$ cat config.mk
export PLATFORM = sky130hd
export DESIGN_NAME = plpl_top
export DESIGN_NICKNAME = d
export VERILOG_FILES = /design/src/plpl_pkg.sv /design/src/plpl_pair_if.sv /design/src/plpl_top.sv /design/src/plpl_path.sv /design/src/plpl_seq.sv
export VERILOG_INCLUDE_DIRS = /design/src
export SDC_FILE = /design/constraint.sdc
export NUM_CORES = 1
export LEC_CHECK = 0
export ABC_CLOCK_PERIOD_IN_PS = 4550
export BUFFER_PORTS_ARGS = -buffer_cell sky130_fd_sc_hd__buf_4
export CAP_MARGIN = 30
export CORE_MARGIN = 5
export CORE_UTILIZATION = 62
export CTS_BUF_LIST = sky130_fd_sc_hd__clkbuf_2
export CTS_CLUSTER_DIAMETER = 100
export DETAILED_ROUTE_END_ITERATION = 16
export PLACE_DENSITY = 0.86
export SLEW_MARGIN = 0
export SYNTH_ARGS = -nofsm -noshare
export SYNTH_HDL_FRONTEND = slang
export SYNTH_HIERARCHICAL = 1
export SYNTH_SLANG_ARGS = --single-unit
$ cat constraint.sdc
create_clock -name ref_clk -period 4.55 [get_ports ref_clk]
set_input_delay 0.91 -clock ref_clk [delete_from_list [all_inputs] [get_ports ref_clk]]
set_output_delay 0.91 -clock ref_clk [all_outputs]
set_load 0.01 [all_outputs]
$ cat src/plpl_params.svh
// Register map, field positions and encodings of the look-up table pair
`ifndef PLPL_PARAMS_SVH
`define PLPL_PARAMS_SVH
`define PLPL_ADDR_GLOBAL   8'h00
`define PLPL_ADDR_SEQ      8'h01
`define PLPL_ADDR_CTLA0    8'h05
`define PLPL_ADDR_CTLB0    8'h06
`define PLPL_ADDR_CTLC0    8'h07
`define PLPL_ADDR_TRUTH0   8'h08
`define PLPL_ADDR_STATUS   8'h0D
`define PLPL_STRIDE        4
`define PLPL_RST_BYTE      8'h00
`define PLPL_GLB_EN        0
`define PLPL_GLB_STBY      6
`define PLPL_GLB_MASK      8'h41
`define PLPL_A_EN          0
`define PLPL_A_FILT_LO     4
`define PLPL_A_FILT_HI     5
`define PLPL_A_CLKSEL      6
`define PLPL_A_EDGE        7
`define PLPL_A_MASK        8'hF9
`define PLPL_B_IN0_LO      0
`define PLPL_B_IN0_HI      3
`define PLPL_B_IN1_LO      4
`define PLPL_B_IN1_HI      7
`define PLPL_SRC_MASK      4'h0
`define PLPL_SRC_FEEDBACK  4'h1
`define PLPL_SRC_LINK      4'h2
`define PLPL_SRC_EV0       4'h3
`define PLPL_SRC_EV1       4'h4
`define PLPL_SRC_PIN       4'h5
`define PLPL_SRC_PER0      4'h6
`define PLPL_SRC_PER1      4'h7
`define PLPL_SRC_PER2      4'h8
`define PLPL_SRC_PER3      4'h9
`define PLPL_SYNC_W        12
`define PLPL_SY_EV0        0
`define PLPL_SY_EV1        1
`define PLPL_SY_PIN0       2
`define PLPL_SY_PER0       8
`endif

$ cat src/plpl_pkg.sv
// Types shared by the look-up table pair modules
package plpl_pkg;
	`include "plpl_params.svh"
	typedef enum logic [3:0] {
		seq_disabled          = 4'h0,
		gated_d_flipflop_mode = 4'h1,
		seq_jk                = 4'h2,
		gated_d_latch_mode    = 4'h3,
		seq_rs                = 4'h4
	} plpl_seq_e;
	typedef enum logic [1:0] {
		filt_none     = 2'h0,
		filt_sync     = 2'h1,
		filt_glitch   = 2'h2,
		filt_reserved = 2'h3
	} plpl_filt_e;
	typedef struct packed {
		logic [2:0] stage;
		logic       held;
		logic       prev;
	} plpl_lane_s;
	typedef struct packed {
		plpl_lane_s [1:0] lane;
	} plpl_path_s;
	typedef struct packed {
		logic q;
	} plpl_seq_s;
	typedef struct packed {
		logic                    glob_en;
		logic                    glob_stby;
		logic [3:0]              seq_sel;
		logic [1:0][7:0]         ctl_a;
		logic [1:0][7:0]         ctl_b;
		logic [1:0][3:0]         ctl_c;
		logic [1:0][7:0]         truth;
		logic [7:0]              rdata;
		logic [`PLPL_SYNC_W-1:0] sy1;
		logic [`PLPL_SYNC_W-1:0] sy2;
		logic [1:0]              in2_prev;
		logic [1:0]              tout;
		logic                    sout;
	} plpl_top_s;
endpackage

$ cat src/plpl_pair_if.sv
// Signals shared by the control, output path and sequential modules
`timescale 1ns/1ps
interface plpl_pair_if;
	logic [1:0]      tick;
	logic [1:0]      en;
	logic [1:0][1:0] filt;
	logic [1:0]      edge_en;
	logic [1:0]      raw;
	logic [1:0]      path_out;
	logic [3:0]      seq_sel;
	logic            seq_out;
	modport ctrl (output tick, en, filt, edge_en, raw, seq_sel, input path_out, seq_out);
	modport path (input tick, en, filt, edge_en, raw, output path_out);
	modport seq  (input tick, en, path_out, seq_sel, output seq_out);
endinterface

$ cat src/plpl_top.sv
// Look-up table pair: registers, input selection, truth tables and outputs
//
// Function
// Keeps running regardless of processor debug halt; there is no stop input.
// Sequencer function writes accepted only while the even table is disabled.
// Table control settings except enable are locked while that table is enabled.
// Locked settings accepted in the write that enables, never in one that disables.
// Global enable bit switches the whole block on or off.
// Each table has its own enable bit.
// Output is truth bit indexed by {in2,in1,in0}; masked inputs count as low.
// Inputs 0 and 1 selected in control B, input 2 in control C.
// Feedback input takes the pair's sequential element output.
// Link input takes the next higher table's direct output; table 1 has no higher table here and its link input reads low.
// Two event lines selectable as inputs; software sets routing first.
// Filtered output appears two to five table clock ticks later.
// Filter state cleared one cycle after the table is disabled.
// Edge detector pulses on each rising edge of its input.
// Software must pick a valid filter whenever the edge detector is on.
// Edge detector state cleared one cycle after the table is disabled.
// Sequential element fed from the path outputs, clocked by the table clock.
// Disabling the even table clears the sequential element.
// Gated flip-flop: gate high takes D on the edge, else holds.
// JK: 00 holds, 01 clears, 10 sets, 11 toggles.
// Gated latch holds while gate low and follows D while high.
// RS latch: 00 holds, 01 clears, 10 sets; 11 forbidden.
// Filter select: 0 none, 1 synchronizer, 2 glitch filter, 3 reserved.
// Sequencer select: 0 off, 1 flip-flop, 2 JK, 3 latch, 4 RS.
// Input 2 used as table clock reads as low in the index.
// Global enable low forces table and sequential outputs low.
`timescale 1ns/1ps
module plpl_top (
	input  wire logic       ref_clk,
	input  wire logic       sys_rst,
	input  wire logic [7:0] reg_addr,
	input  wire logic [7:0] reg_wdata,
	input  wire logic       reg_wr,
	input  wire logic       reg_rd,
	output logic      [7:0] reg_rdata,
	input  wire logic       event_line_zero,
	input  wire logic       event_line_one,
	input  wire logic [5:0] pin_in,
	input  wire logic [3:0] periph_in,
	output logic      [1:0] table_out,
	output logic            sequencer_out
);
	plpl_pkg::plpl_top_s st;
	plpl_pkg::plpl_top_s next_st;
	plpl_pair_if         pair ();
	logic [1:0][2:0]     val;
	logic [1:0][2:0]     idx;
	wire  [1:0]          raw;
	wire  [1:0]          tick;
	logic [1:0]          tab_en;
	logic [1:0]          clk_sel;

	function automatic logic [7:0] addr_of(input logic [7:0] base, input int t);
		addr_of = 8'(base + `PLPL_STRIDE * t);
	endfunction

	// per input source mux
	function automatic logic pick(input logic [3:0] sel, input int t, input int y,
		input logic [`PLPL_SYNC_W-1:0] sy, input logic fb, input logic link);
		case (sel)
			`PLPL_SRC_FEEDBACK: pick = fb;
			`PLPL_SRC_LINK:     pick = link;
			`PLPL_SRC_EV0:      pick = sy[`PLPL_SY_EV0];
			`PLPL_SRC_EV1:      pick = sy[`PLPL_SY_EV1];
			`PLPL_SRC_PIN:      pick = sy[`PLPL_SY_PIN0 + 3 * t + y];
			`PLPL_SRC_PER0:     pick = sy[`PLPL_SY_PER0];
			`PLPL_SRC_PER1:     pick = sy[`PLPL_SY_PER0 + 1];
			`PLPL_SRC_PER2:     pick = sy[`PLPL_SY_PER0 + 2];
			`PLPL_SRC_PER3:     pick = sy[`PLPL_SY_PER0 + 3];
			default:            pick = 1'b0;
		endcase
	endfunction

	genvar g;
	generate
		for (g = 0; g < 2; g++) begin : gen_table
			assign tab_en[g] = st.glob_en & st.ctl_a[g][`PLPL_A_EN];
			assign clk_sel[g] = st.ctl_a[g][`PLPL_A_CLKSEL];
			// feedback and link wiring
			assign val[g][0] = pick(st.ctl_b[g][`PLPL_B_IN0_HI:`PLPL_B_IN0_LO], g, 0, st.sy2,
				pair.seq_out, (g == 0) ? raw[1] : 1'b0);
			assign val[g][1] = pick(st.ctl_b[g][`PLPL_B_IN1_HI:`PLPL_B_IN1_LO], g, 1, st.sy2,
				pair.seq_out, (g == 0) ? raw[1] : 1'b0);
			assign val[g][2] = pick(st.ctl_c[g], g, 2, st.sy2, pair.seq_out, (g == 0) ? raw[1] : 1'b0);
			// clock input masked in index
			assign idx[g] = {val[g][2] & ~clk_sel[g], val[g][1], val[g][0]};
			// truth table lookup
			assign raw[g] = tab_en[g] & st.truth[g][idx[g]];
			// table clock from peripheral clock or input 2 rising edge
			assign tick[g] = clk_sel[g] ? (val[g][2] & ~st.in2_prev[g]) : 1'b1;
		end
	endgenerate

	assign pair.tick = tick;
	assign pair.en = tab_en;
	assign pair.raw = raw;
	assign pair.filt[0] = st.ctl_a[0][`PLPL_A_FILT_HI:`PLPL_A_FILT_LO];
	assign pair.filt[1] = st.ctl_a[1][`PLPL_A_FILT_HI:`PLPL_A_FILT_LO];
	assign pair.edge_en[0] = st.ctl_a[0][`PLPL_A_EDGE];
	assign pair.edge_en[1] = st.ctl_a[1][`PLPL_A_EDGE];
	assign pair.seq_sel = st.seq_sel;

	plpl_path u_path (
		.ref_clk (ref_clk),
		.sys_rst (sys_rst),
		.pair    (pair)
	);

	plpl_seq u_seq (
		.ref_clk (ref_clk),
		.sys_rst (sys_rst),
		.pair    (pair)
	);

	always_comb begin
		next_st = st;
		// Every outside line is asynchronous, so all pass two flops first
		next_st.sy1 = {periph_in, pin_in, event_line_one, event_line_zero};
		next_st.sy2 = st.sy1;
		next_st.in2_prev = {val[1][2], val[0][2]};
		if (reg_wr) begin
			// global enable
			if (reg_addr == `PLPL_ADDR_GLOBAL) begin
				next_st.glob_en = reg_wdata[`PLPL_GLB_EN];
				next_st.glob_stby = reg_wdata[`PLPL_GLB_STBY];
			end
			// sequencer select locked by even table
			if (reg_addr == `PLPL_ADDR_SEQ && !st.ctl_a[0][`PLPL_A_EN]) begin
				next_st.seq_sel = reg_wdata[3:0];
			end
			for (int i = 0; i < 2; i++) begin
				if (reg_addr == addr_of(`PLPL_ADDR_CTLA0, i)) begin
					// table enable always writable
					next_st.ctl_a[i][`PLPL_A_EN] = reg_wdata[`PLPL_A_EN];
					// settings only while currently disabled
					if (!st.ctl_a[i][`PLPL_A_EN]) begin
						next_st.ctl_a[i] = reg_wdata & `PLPL_A_MASK;
					end
				end
				// control B and C locked while enabled
				if (reg_addr == addr_of(`PLPL_ADDR_CTLB0, i) && !st.ctl_a[i][`PLPL_A_EN]) begin
					next_st.ctl_b[i] = reg_wdata;
				end
				if (reg_addr == addr_of(`PLPL_ADDR_CTLC0, i) && !st.ctl_a[i][`PLPL_A_EN]) begin
					next_st.ctl_c[i] = reg_wdata[3:0];
				end
				if (reg_addr == addr_of(`PLPL_ADDR_TRUTH0, i)) begin
					next_st.truth[i] = reg_wdata;
				end
			end
		end
		// Read data live for one cycle only, zero otherwise
		next_st.rdata = `PLPL_RST_BYTE;
		if (reg_rd) begin
			if (reg_addr == `PLPL_ADDR_GLOBAL) begin
				next_st.rdata = {1'b0, st.glob_stby, 5'h00, st.glob_en};
			end
			if (reg_addr == `PLPL_ADDR_SEQ) begin
				next_st.rdata = {4'h0, st.seq_sel};
			end
			if (reg_addr == `PLPL_ADDR_STATUS) begin
				next_st.rdata = {5'h00, st.sout, st.tout};
			end
			for (int i = 0; i < 2; i++) begin
				if (reg_addr == addr_of(`PLPL_ADDR_CTLA0, i)) begin
					next_st.rdata = st.ctl_a[i];
				end
				if (reg_addr == addr_of(`PLPL_ADDR_CTLB0, i)) begin
					next_st.rdata = st.ctl_b[i];
				end
				if (reg_addr == addr_of(`PLPL_ADDR_CTLC0, i)) begin
					next_st.rdata = {4'h0, st.ctl_c[i]};
				end
				if (reg_addr == addr_of(`PLPL_ADDR_TRUTH0, i)) begin
					next_st.rdata = st.truth[i];
				end
			end
		end
		// outputs low while globally off
		next_st.tout = pair.path_out & tab_en;
		next_st.sout = pair.seq_out & st.glob_en;
	end

	always_ff @(posedge ref_clk) begin
		if (sys_rst) begin
			st <= '0;
		end else begin
			st <= next_st;
		end
	end

	assign reg_rdata = st.rdata;
	assign table_out = st.tout;
	assign sequencer_out = st.sout;

	a_seq_sel_lock: assert property (@(posedge ref_clk) disable iff (sys_rst)
		reg_wr && reg_addr == `PLPL_ADDR_SEQ && st.ctl_a[0][`PLPL_A_EN]
		|=> st.seq_sel == $past(st.seq_sel)) else $error("Sequencer select changed while locked");
	a_ctla_locked: assert property (@(posedge ref_clk) disable iff (sys_rst)
		reg_wr && reg_addr == `PLPL_ADDR_CTLA0 && st.ctl_a[0][`PLPL_A_EN]
		|=> st.ctl_a[0][7:1] == $past(st.ctl_a[0][7:1])) else $error("Locked control A changed");
	a_ctlb_locked: assert property (@(posedge ref_clk) disable iff (sys_rst)
		reg_wr && reg_addr == `PLPL_ADDR_CTLB0 && st.ctl_a[0][`PLPL_A_EN]
		|=> $stable(st.ctl_b[0])) else $error("Locked control B changed");
	a_enable_write: assert property (@(posedge ref_clk) disable iff (sys_rst)
		reg_wr && reg_addr == `PLPL_ADDR_CTLA0 && !st.ctl_a[0][`PLPL_A_EN] && reg_wdata[0]
		|=> st.ctl_a[0] == ($past(reg_wdata) & `PLPL_A_MASK)) else $error("Settings lost on enabling write");
	a_global_write: assert property (@(posedge ref_clk) disable iff (sys_rst)
		reg_wr && reg_addr == `PLPL_ADDR_GLOBAL |=> st.glob_en == $past(reg_wdata[0]))
		else $error("Global enable not written");
	a_table_enable: assert property (@(posedge ref_clk) disable iff (sys_rst)
		reg_wr && reg_addr == `PLPL_ADDR_CTLA0 |=> st.ctl_a[0][`PLPL_A_EN] == $past(reg_wdata[`PLPL_A_EN]))
		else $error("Table enable not written");
	a_truth_index: assert property (@(posedge ref_clk) disable iff (sys_rst)
		tab_en[0] && !clk_sel[0] && pair.filt[0] == 2'h0 && !pair.edge_en[0]
		|=> table_out[0] == $past(st.truth[0][{val[0][2], val[0][1], val[0][0]}]))
		else $error("Table output does not match truth bit");
	a_clock_masked: assert property (@(posedge ref_clk) disable iff (sys_rst)
		clk_sel[0] |-> !idx[0][2]) else $error("Clock input not masked in index");
	a_global_off: assert property (@(posedge ref_clk) disable iff (sys_rst)
		!st.glob_en ##1 !st.glob_en |-> table_out == 2'h0 && !sequencer_out)
		else $error("Outputs not low while globally off");
endmodule

$ cat src/plpl_path.sv
// Per-table synchronizer, glitch filter and edge detector
`timescale 1ns/1ps
module plpl_path (
	input  wire logic ref_clk,
	input  wire logic sys_rst,
	plpl_pair_if.path pair
);
	plpl_pkg::plpl_path_s st;
	plpl_pkg::plpl_path_s next_st;
	logic [1:0]           filt_val;

	always_comb begin
		next_st = st;
		filt_val = 2'h0;
		for (int i = 0; i < 2; i++) begin
			// filter mode decode
			case (plpl_pkg::plpl_filt_e'(pair.filt[i]))
				plpl_pkg::filt_sync:   filt_val[i] = st.lane[i].stage[1];
				plpl_pkg::filt_glitch: filt_val[i] = st.lane[i].held;
				default:               filt_val[i] = pair.raw[i];
			endcase
			// clear after disable
			if (!pair.en[i]) begin
				next_st.lane[i] = '0;
			end else if (pair.tick[i]) begin
				// two to five ticks
				next_st.lane[i].stage = {st.lane[i].stage[1:0], pair.raw[i]};
				if (st.lane[i].stage[1] == st.lane[i].stage[2]) begin
					next_st.lane[i].held = st.lane[i].stage[2];
				end
				next_st.lane[i].prev = filt_val[i];
			end
		end
	end

	// rising edge pulse, meaningless without a filter
	assign pair.path_out[0] = pair.edge_en[0] ? (filt_val[0] & ~st.lane[0].prev) : filt_val[0];
	assign pair.path_out[1] = pair.edge_en[1] ? (filt_val[1] & ~st.lane[1].prev) : filt_val[1];

	always_ff @(posedge ref_clk) begin
		if (sys_rst) begin
			st <= '0;
		end else begin
			st <= next_st;
		end
	end

	a_filter_cleared: assert property (@(posedge ref_clk) disable iff (sys_rst)
		!pair.en[0] |=> st.lane[0] == '0) else $error("Filter state not cleared after disable");
	a_sync_delay: assert property (@(posedge ref_clk) disable iff (sys_rst)
		(pair.en[0] && pair.tick[0] && pair.filt[0] == 2'h1 && !pair.edge_en[0])[*3]
		|-> pair.path_out[0] == $past(pair.raw[0], 2)) else $error("Synchronizer delay wrong");
endmodule

$ cat src/plpl_seq.sv
// Shared sequential element of the table pair
`timescale 1ns/1ps
module plpl_seq (
	input  wire logic ref_clk,
	input  wire logic sys_rst,
	plpl_pair_if.seq  pair
);
	plpl_pkg::plpl_seq_s st;
	plpl_pkg::plpl_seq_s next_st;
	logic                d_in;
	logic                g_in;

	assign d_in = pair.path_out[0];
	assign g_in = pair.path_out[1];

	always_comb begin
		next_st = st;
		// cleared while even table off
		if (!pair.en[0]) begin
			next_st.q = 1'b0;
		end else begin
			// function decode
			case (plpl_pkg::plpl_seq_e'(pair.seq_sel))
				// gated flip-flop
				plpl_pkg::gated_d_flipflop_mode: if (pair.tick[0] && g_in) next_st.q = d_in;
				// jk flip-flop
				plpl_pkg::seq_jk: if (pair.tick[0]) begin
					case ({d_in, g_in})
						2'h1:    next_st.q = 1'b0;
						2'h2:    next_st.q = 1'b1;
						2'h3:    next_st.q = ~st.q;
						default: next_st.q = st.q;
					endcase
				end
				// latch follows while gate high
				plpl_pkg::gated_d_latch_mode: if (g_in) next_st.q = d_in;
				// set reset latch, both high holds
				plpl_pkg::seq_rs: begin
					if (d_in && !g_in) next_st.q = 1'b1;
					if (g_in && !d_in) next_st.q = 1'b0;
				end
				default: next_st.q = 1'b0;
			endcase
		end
	end

	assign pair.seq_out = st.q;

	always_ff @(posedge ref_clk) begin
		if (sys_rst) begin
			st <= '0;
		end else begin
			st <= next_st;
		end
	end

	a_even_clear: assert property (@(posedge ref_clk) disable iff (sys_rst)
		!pair.en[0] |=> !pair.seq_out) else $error("Sequential output not cleared");
	a_jk_toggle: assert property (@(posedge ref_clk) disable iff (sys_rst)
		pair.en[0] && pair.seq_sel == 4'h2 && pair.tick[0] && d_in && g_in
		|=> pair.seq_out == !$past(pair.seq_out)) else $error("JK toggle failed");
	a_dff_hold: assert property (@(posedge ref_clk) disable iff (sys_rst)
		pair.en[0] && pair.seq_sel == 4'h1 && !g_in |=> $stable(pair.seq_out)) else $error("Gated flip-flop did not hold");
endmodule

==> impl_metrics.tcl <==
set metrics [dict create \
    outcome "finished clean" \
    grt_max_degree 49 \
    min_path_type "reg2reg" \
    drive_gt1_share_pct 16.1 \
    synth_top_flop_cell "dfxtp_1" \
    clock_latency_ns 0.57 \
    die_area_sq_um 10100 \
    maxSlewHeadroom_pct 31.1 \
    leakage_nw 1.96 \
    io_pins 43 \
    yosysSeqAreaShare_pct 41.7 \
    htree_levels 3 \
    multi_input_area_sq_um 2690 \
    syn_inst 575 \
    grt_pass1_wl_mm 20.8 \
    setup_viol 0 \
    ys_types 63 \
    p_total_w 0.00147 \
    syn-num-nets 614 \
    via_per_inst 6.19 \
    core_area_sq_um 8090 \
    startpoint_type "register" \
    ant_nets 0 \
    required_ns 5.06 \
    gp_congestion 0.977 \
    cp_max_fo 7 \
    num_vias 4375 \
    ir_worst_vdd_uv 186 \
    start_util_pct 62.9 \
    diodes 0 \
    critPathArrivalTime_ns 4.82 \
    root_buffer "clkbuf_2" \
    finClkSkew_ns 0.0220 \
    dieWidth_um 101 \
    grt.total_usage_pct 26.2 \
    port_buffers 42 \
    synthToLayoutAreaGrowth_pct 9.11 \
    fin_util_pct 68.7 \
    clk_pin_slew_ns 0.27 \
    synth_top_area_share_pct 41.7 \
    antenna_found_initial 0 \
    fill_cells 663 \
    synth_edf_count 0 \
    ys_warn_count 6 \
    dp_hpwl_mm 9.34 \
    slew_viol_final 0 \
    worst_slew_pin_slew_ns 1.02 \
    cts_tree "done" \
    crit_type "reg2reg" \
    synthArstFlopShare_pct 0 \
    postCtsHoldBufs 0 \
    grt_pass1_vias 4094 \
    fin_crit_sh_pct 94.9 \
    seqCellArea_sq_um 2140 \
    power_density_nw_per_um2 265 \
    maxCapViolations 0 \
    routed_wl_mm 12.8 \
    dr.first_iter.drc_count 432 \
    ys_seq_elements 106 \
    nets 636 \
    synth_top_cell_by_area "dfxtp_1" \
    layout_commonest_cell "dfxtp_1" \
    final.min_clock_period_ns 4.32 \
    numClockSinks 106 \
    hold_viol 0 \
    rows 33 \
    syn_area_sq_um 5090 \
    drc 0 \
    cts_max_path_buffers 2 \
    firstDrtPassIters 5 \
    routedWlPerCell_um 18.1 \
    cts_buffers 9 \
    end_kind "register" \
    max_freq_ghz 0.232 \
    overflow 0 \
    mostFrequentLayoutCells "dfxtp_1 (97), nor2_1 (69), mux2i_1 (62)" \
    synth_area_leaders "dfxtp_1 (42%), mux2i_1 (12%), nor2_1 (5.1%)" \
    avgSynthCellArea_sq_um 8.86 \
    die_h_um 101 \
]
==> critical path: stages (launching register included) <==
cell and delay, ns:
dfxtp_4 0.44, mux2i_1 0.13, a2111oi_2 0.40, o21a_2 0.26
buf_4 0.12, a21oi_1 0.07, a221oi_2 0.26, o21a_2 0.20
o2bb2ai_2 0.14, mux4_1 0.59, o2bb2ai_2 0.17, nand2b_1 0.14
nand2_1 0.07, a21oi_2 0.14, inv_1 0.08, ha_1 0.20
or4b_1 0.52, o21ai_0 0.11, o21ai_1 0.08, mux2i_1 0.13
==> routing by layer <==
| metal | routed length (um) | GRT usage (%) | up-vias | share of wire [%] |
|---|---|---|---|---|
| met2 | 5980 | 42.3 | 220 | 47 |
| met4 | 545 | 11.3 | 0 | 4.3 |
| li1 | - | - | 2053 | - |
| met3 | 982 | 4.71 | 49 | 7.7 |
| met5 | 0 | 0 | - | 0 |
| met1 | 5290 | 34.3 | 2053 | 41 |
==> path summary, 6_finish.rpt <==
path / start / endpoint / slack (ns) / cells past startpoint
setup reg to reg: st[70] / u_seq/pair.seq_out / 0.23 / 19
setup / recovery: st[70] / u_seq/pair.seq_out / 0.23 / 19
hold / removal: next_st[15] / st[15] / 0.46 / 1
hold reg to reg: next_st[15] / st[15] / 0.46 / 1
==> metrics by stage <==
| stage | hold slack, ns | instance area [sq um] | TNS [ns] | setup slack, ns | std cells |
|---|---|---|---|---|---|
| 6_report | 0.463 | 5560 | 0 | 0.234 | 707 |
| 5_1_grt | 0.464 | 5560 | -0.0143 | -0.0143 | 707 |
| 4_1_cts | 0.468 | 5500 | 0 | 0.0653 | 704 |
| 3_5_place_dp | 0.423 | 5380 | 0 | 0.199 | 688 |
| 3_3_place_gp | 0.418 | 5380 | 0 | 0.402 | 688 |
| 2_1_floorplan | 0.414 | 5090 | 0 | 0.587 | 575 |
==> flip-flops by register name, summed over array words and instances, names as in the netlist, 2 cells and up <==
signal        flops
clk_sel           2
next_st          12
pair.edge_en      2
pair.filt         4
pair.seq_sel      4
reg_rdata         8
st               60
table_out         2
u_path/st        10
==> power breakdown <==
part / switching (W) / total (W) / internal (W)
clock: 0.000315 / 0.000445 / 0.000130
combinational: 0.0000489 / 0.0000812 / 0.0000323
sequential: 0.00000665 / 0.000948 / 0.000942
total: 0.000371 / 0.00147 / 0.00110
==> layout make-up <==
class | instances | area share, %
multi-input cells | 406 | 48.4
flip-flops and latches | 106 | 38.5
repair buffers | 52 | 7.02
well taps | 105 | 2.36
inverters | 22 | 1.49
clock inverters | 7 | 1.35
clock buffers | 9 | 0.810
==> Yosys cell counts (all sizes together), types with 2 or more instances <==
| master | instances |
|---|---|
| mux2 | 2 |
| nand3b | 2 |
| nor3 | 10 |
| nor2b | 28 |
| a2111oi | 2 |
| o21a | 2 |
| a311oi | 2 |
| ha | 7 |
| nand3 | 23 |
| a211oi | 5 |
| a21oi | 41 |
| nand2b | 12 |
| a21o | 3 |
| a31oi | 7 |
| inv | 22 |
| and2 | 3 |
| nor2 | 69 |
| mux4 | 4 |
| clkbuf | 24 |
| o31ai | 2 |
| nor4 | 4 |
| dfxtp | 106 |
| a22oi | 11 |
| nor3b | 3 |
| o2bb2ai | 2 |
| o22ai | 5 |
| o21ai | 24 |
| nand2 | 47 |
| buf | 17 |
| a221o | 3 |
| mux2i | 62 |
| a221oi | 6 |
==> logic make-up after synthesis <==
| kind of cell | synth area share (%) |
|---|---|
| and+or+nand+nor | 19.9 |
| AOI/OAI and AO/OA | 16.1 |
| DFF | 41.7 |
| muxes | 14.6 |
| buffers and inverters | 5.87 |
| adders and majority gates | 1.72 |
| xor gates and xnor gates | 0.172 |
==> what timing repair did <==
item / 4_1_cts / 5_1_grt
endpoints found under the hold margin: 0 / 0
setup buffers: 0 / 3
setup endpoints to repair: 0 / 1
gates resized for setup: 0 / 16
Note: power is estimated with default switching activity, not from simulation.
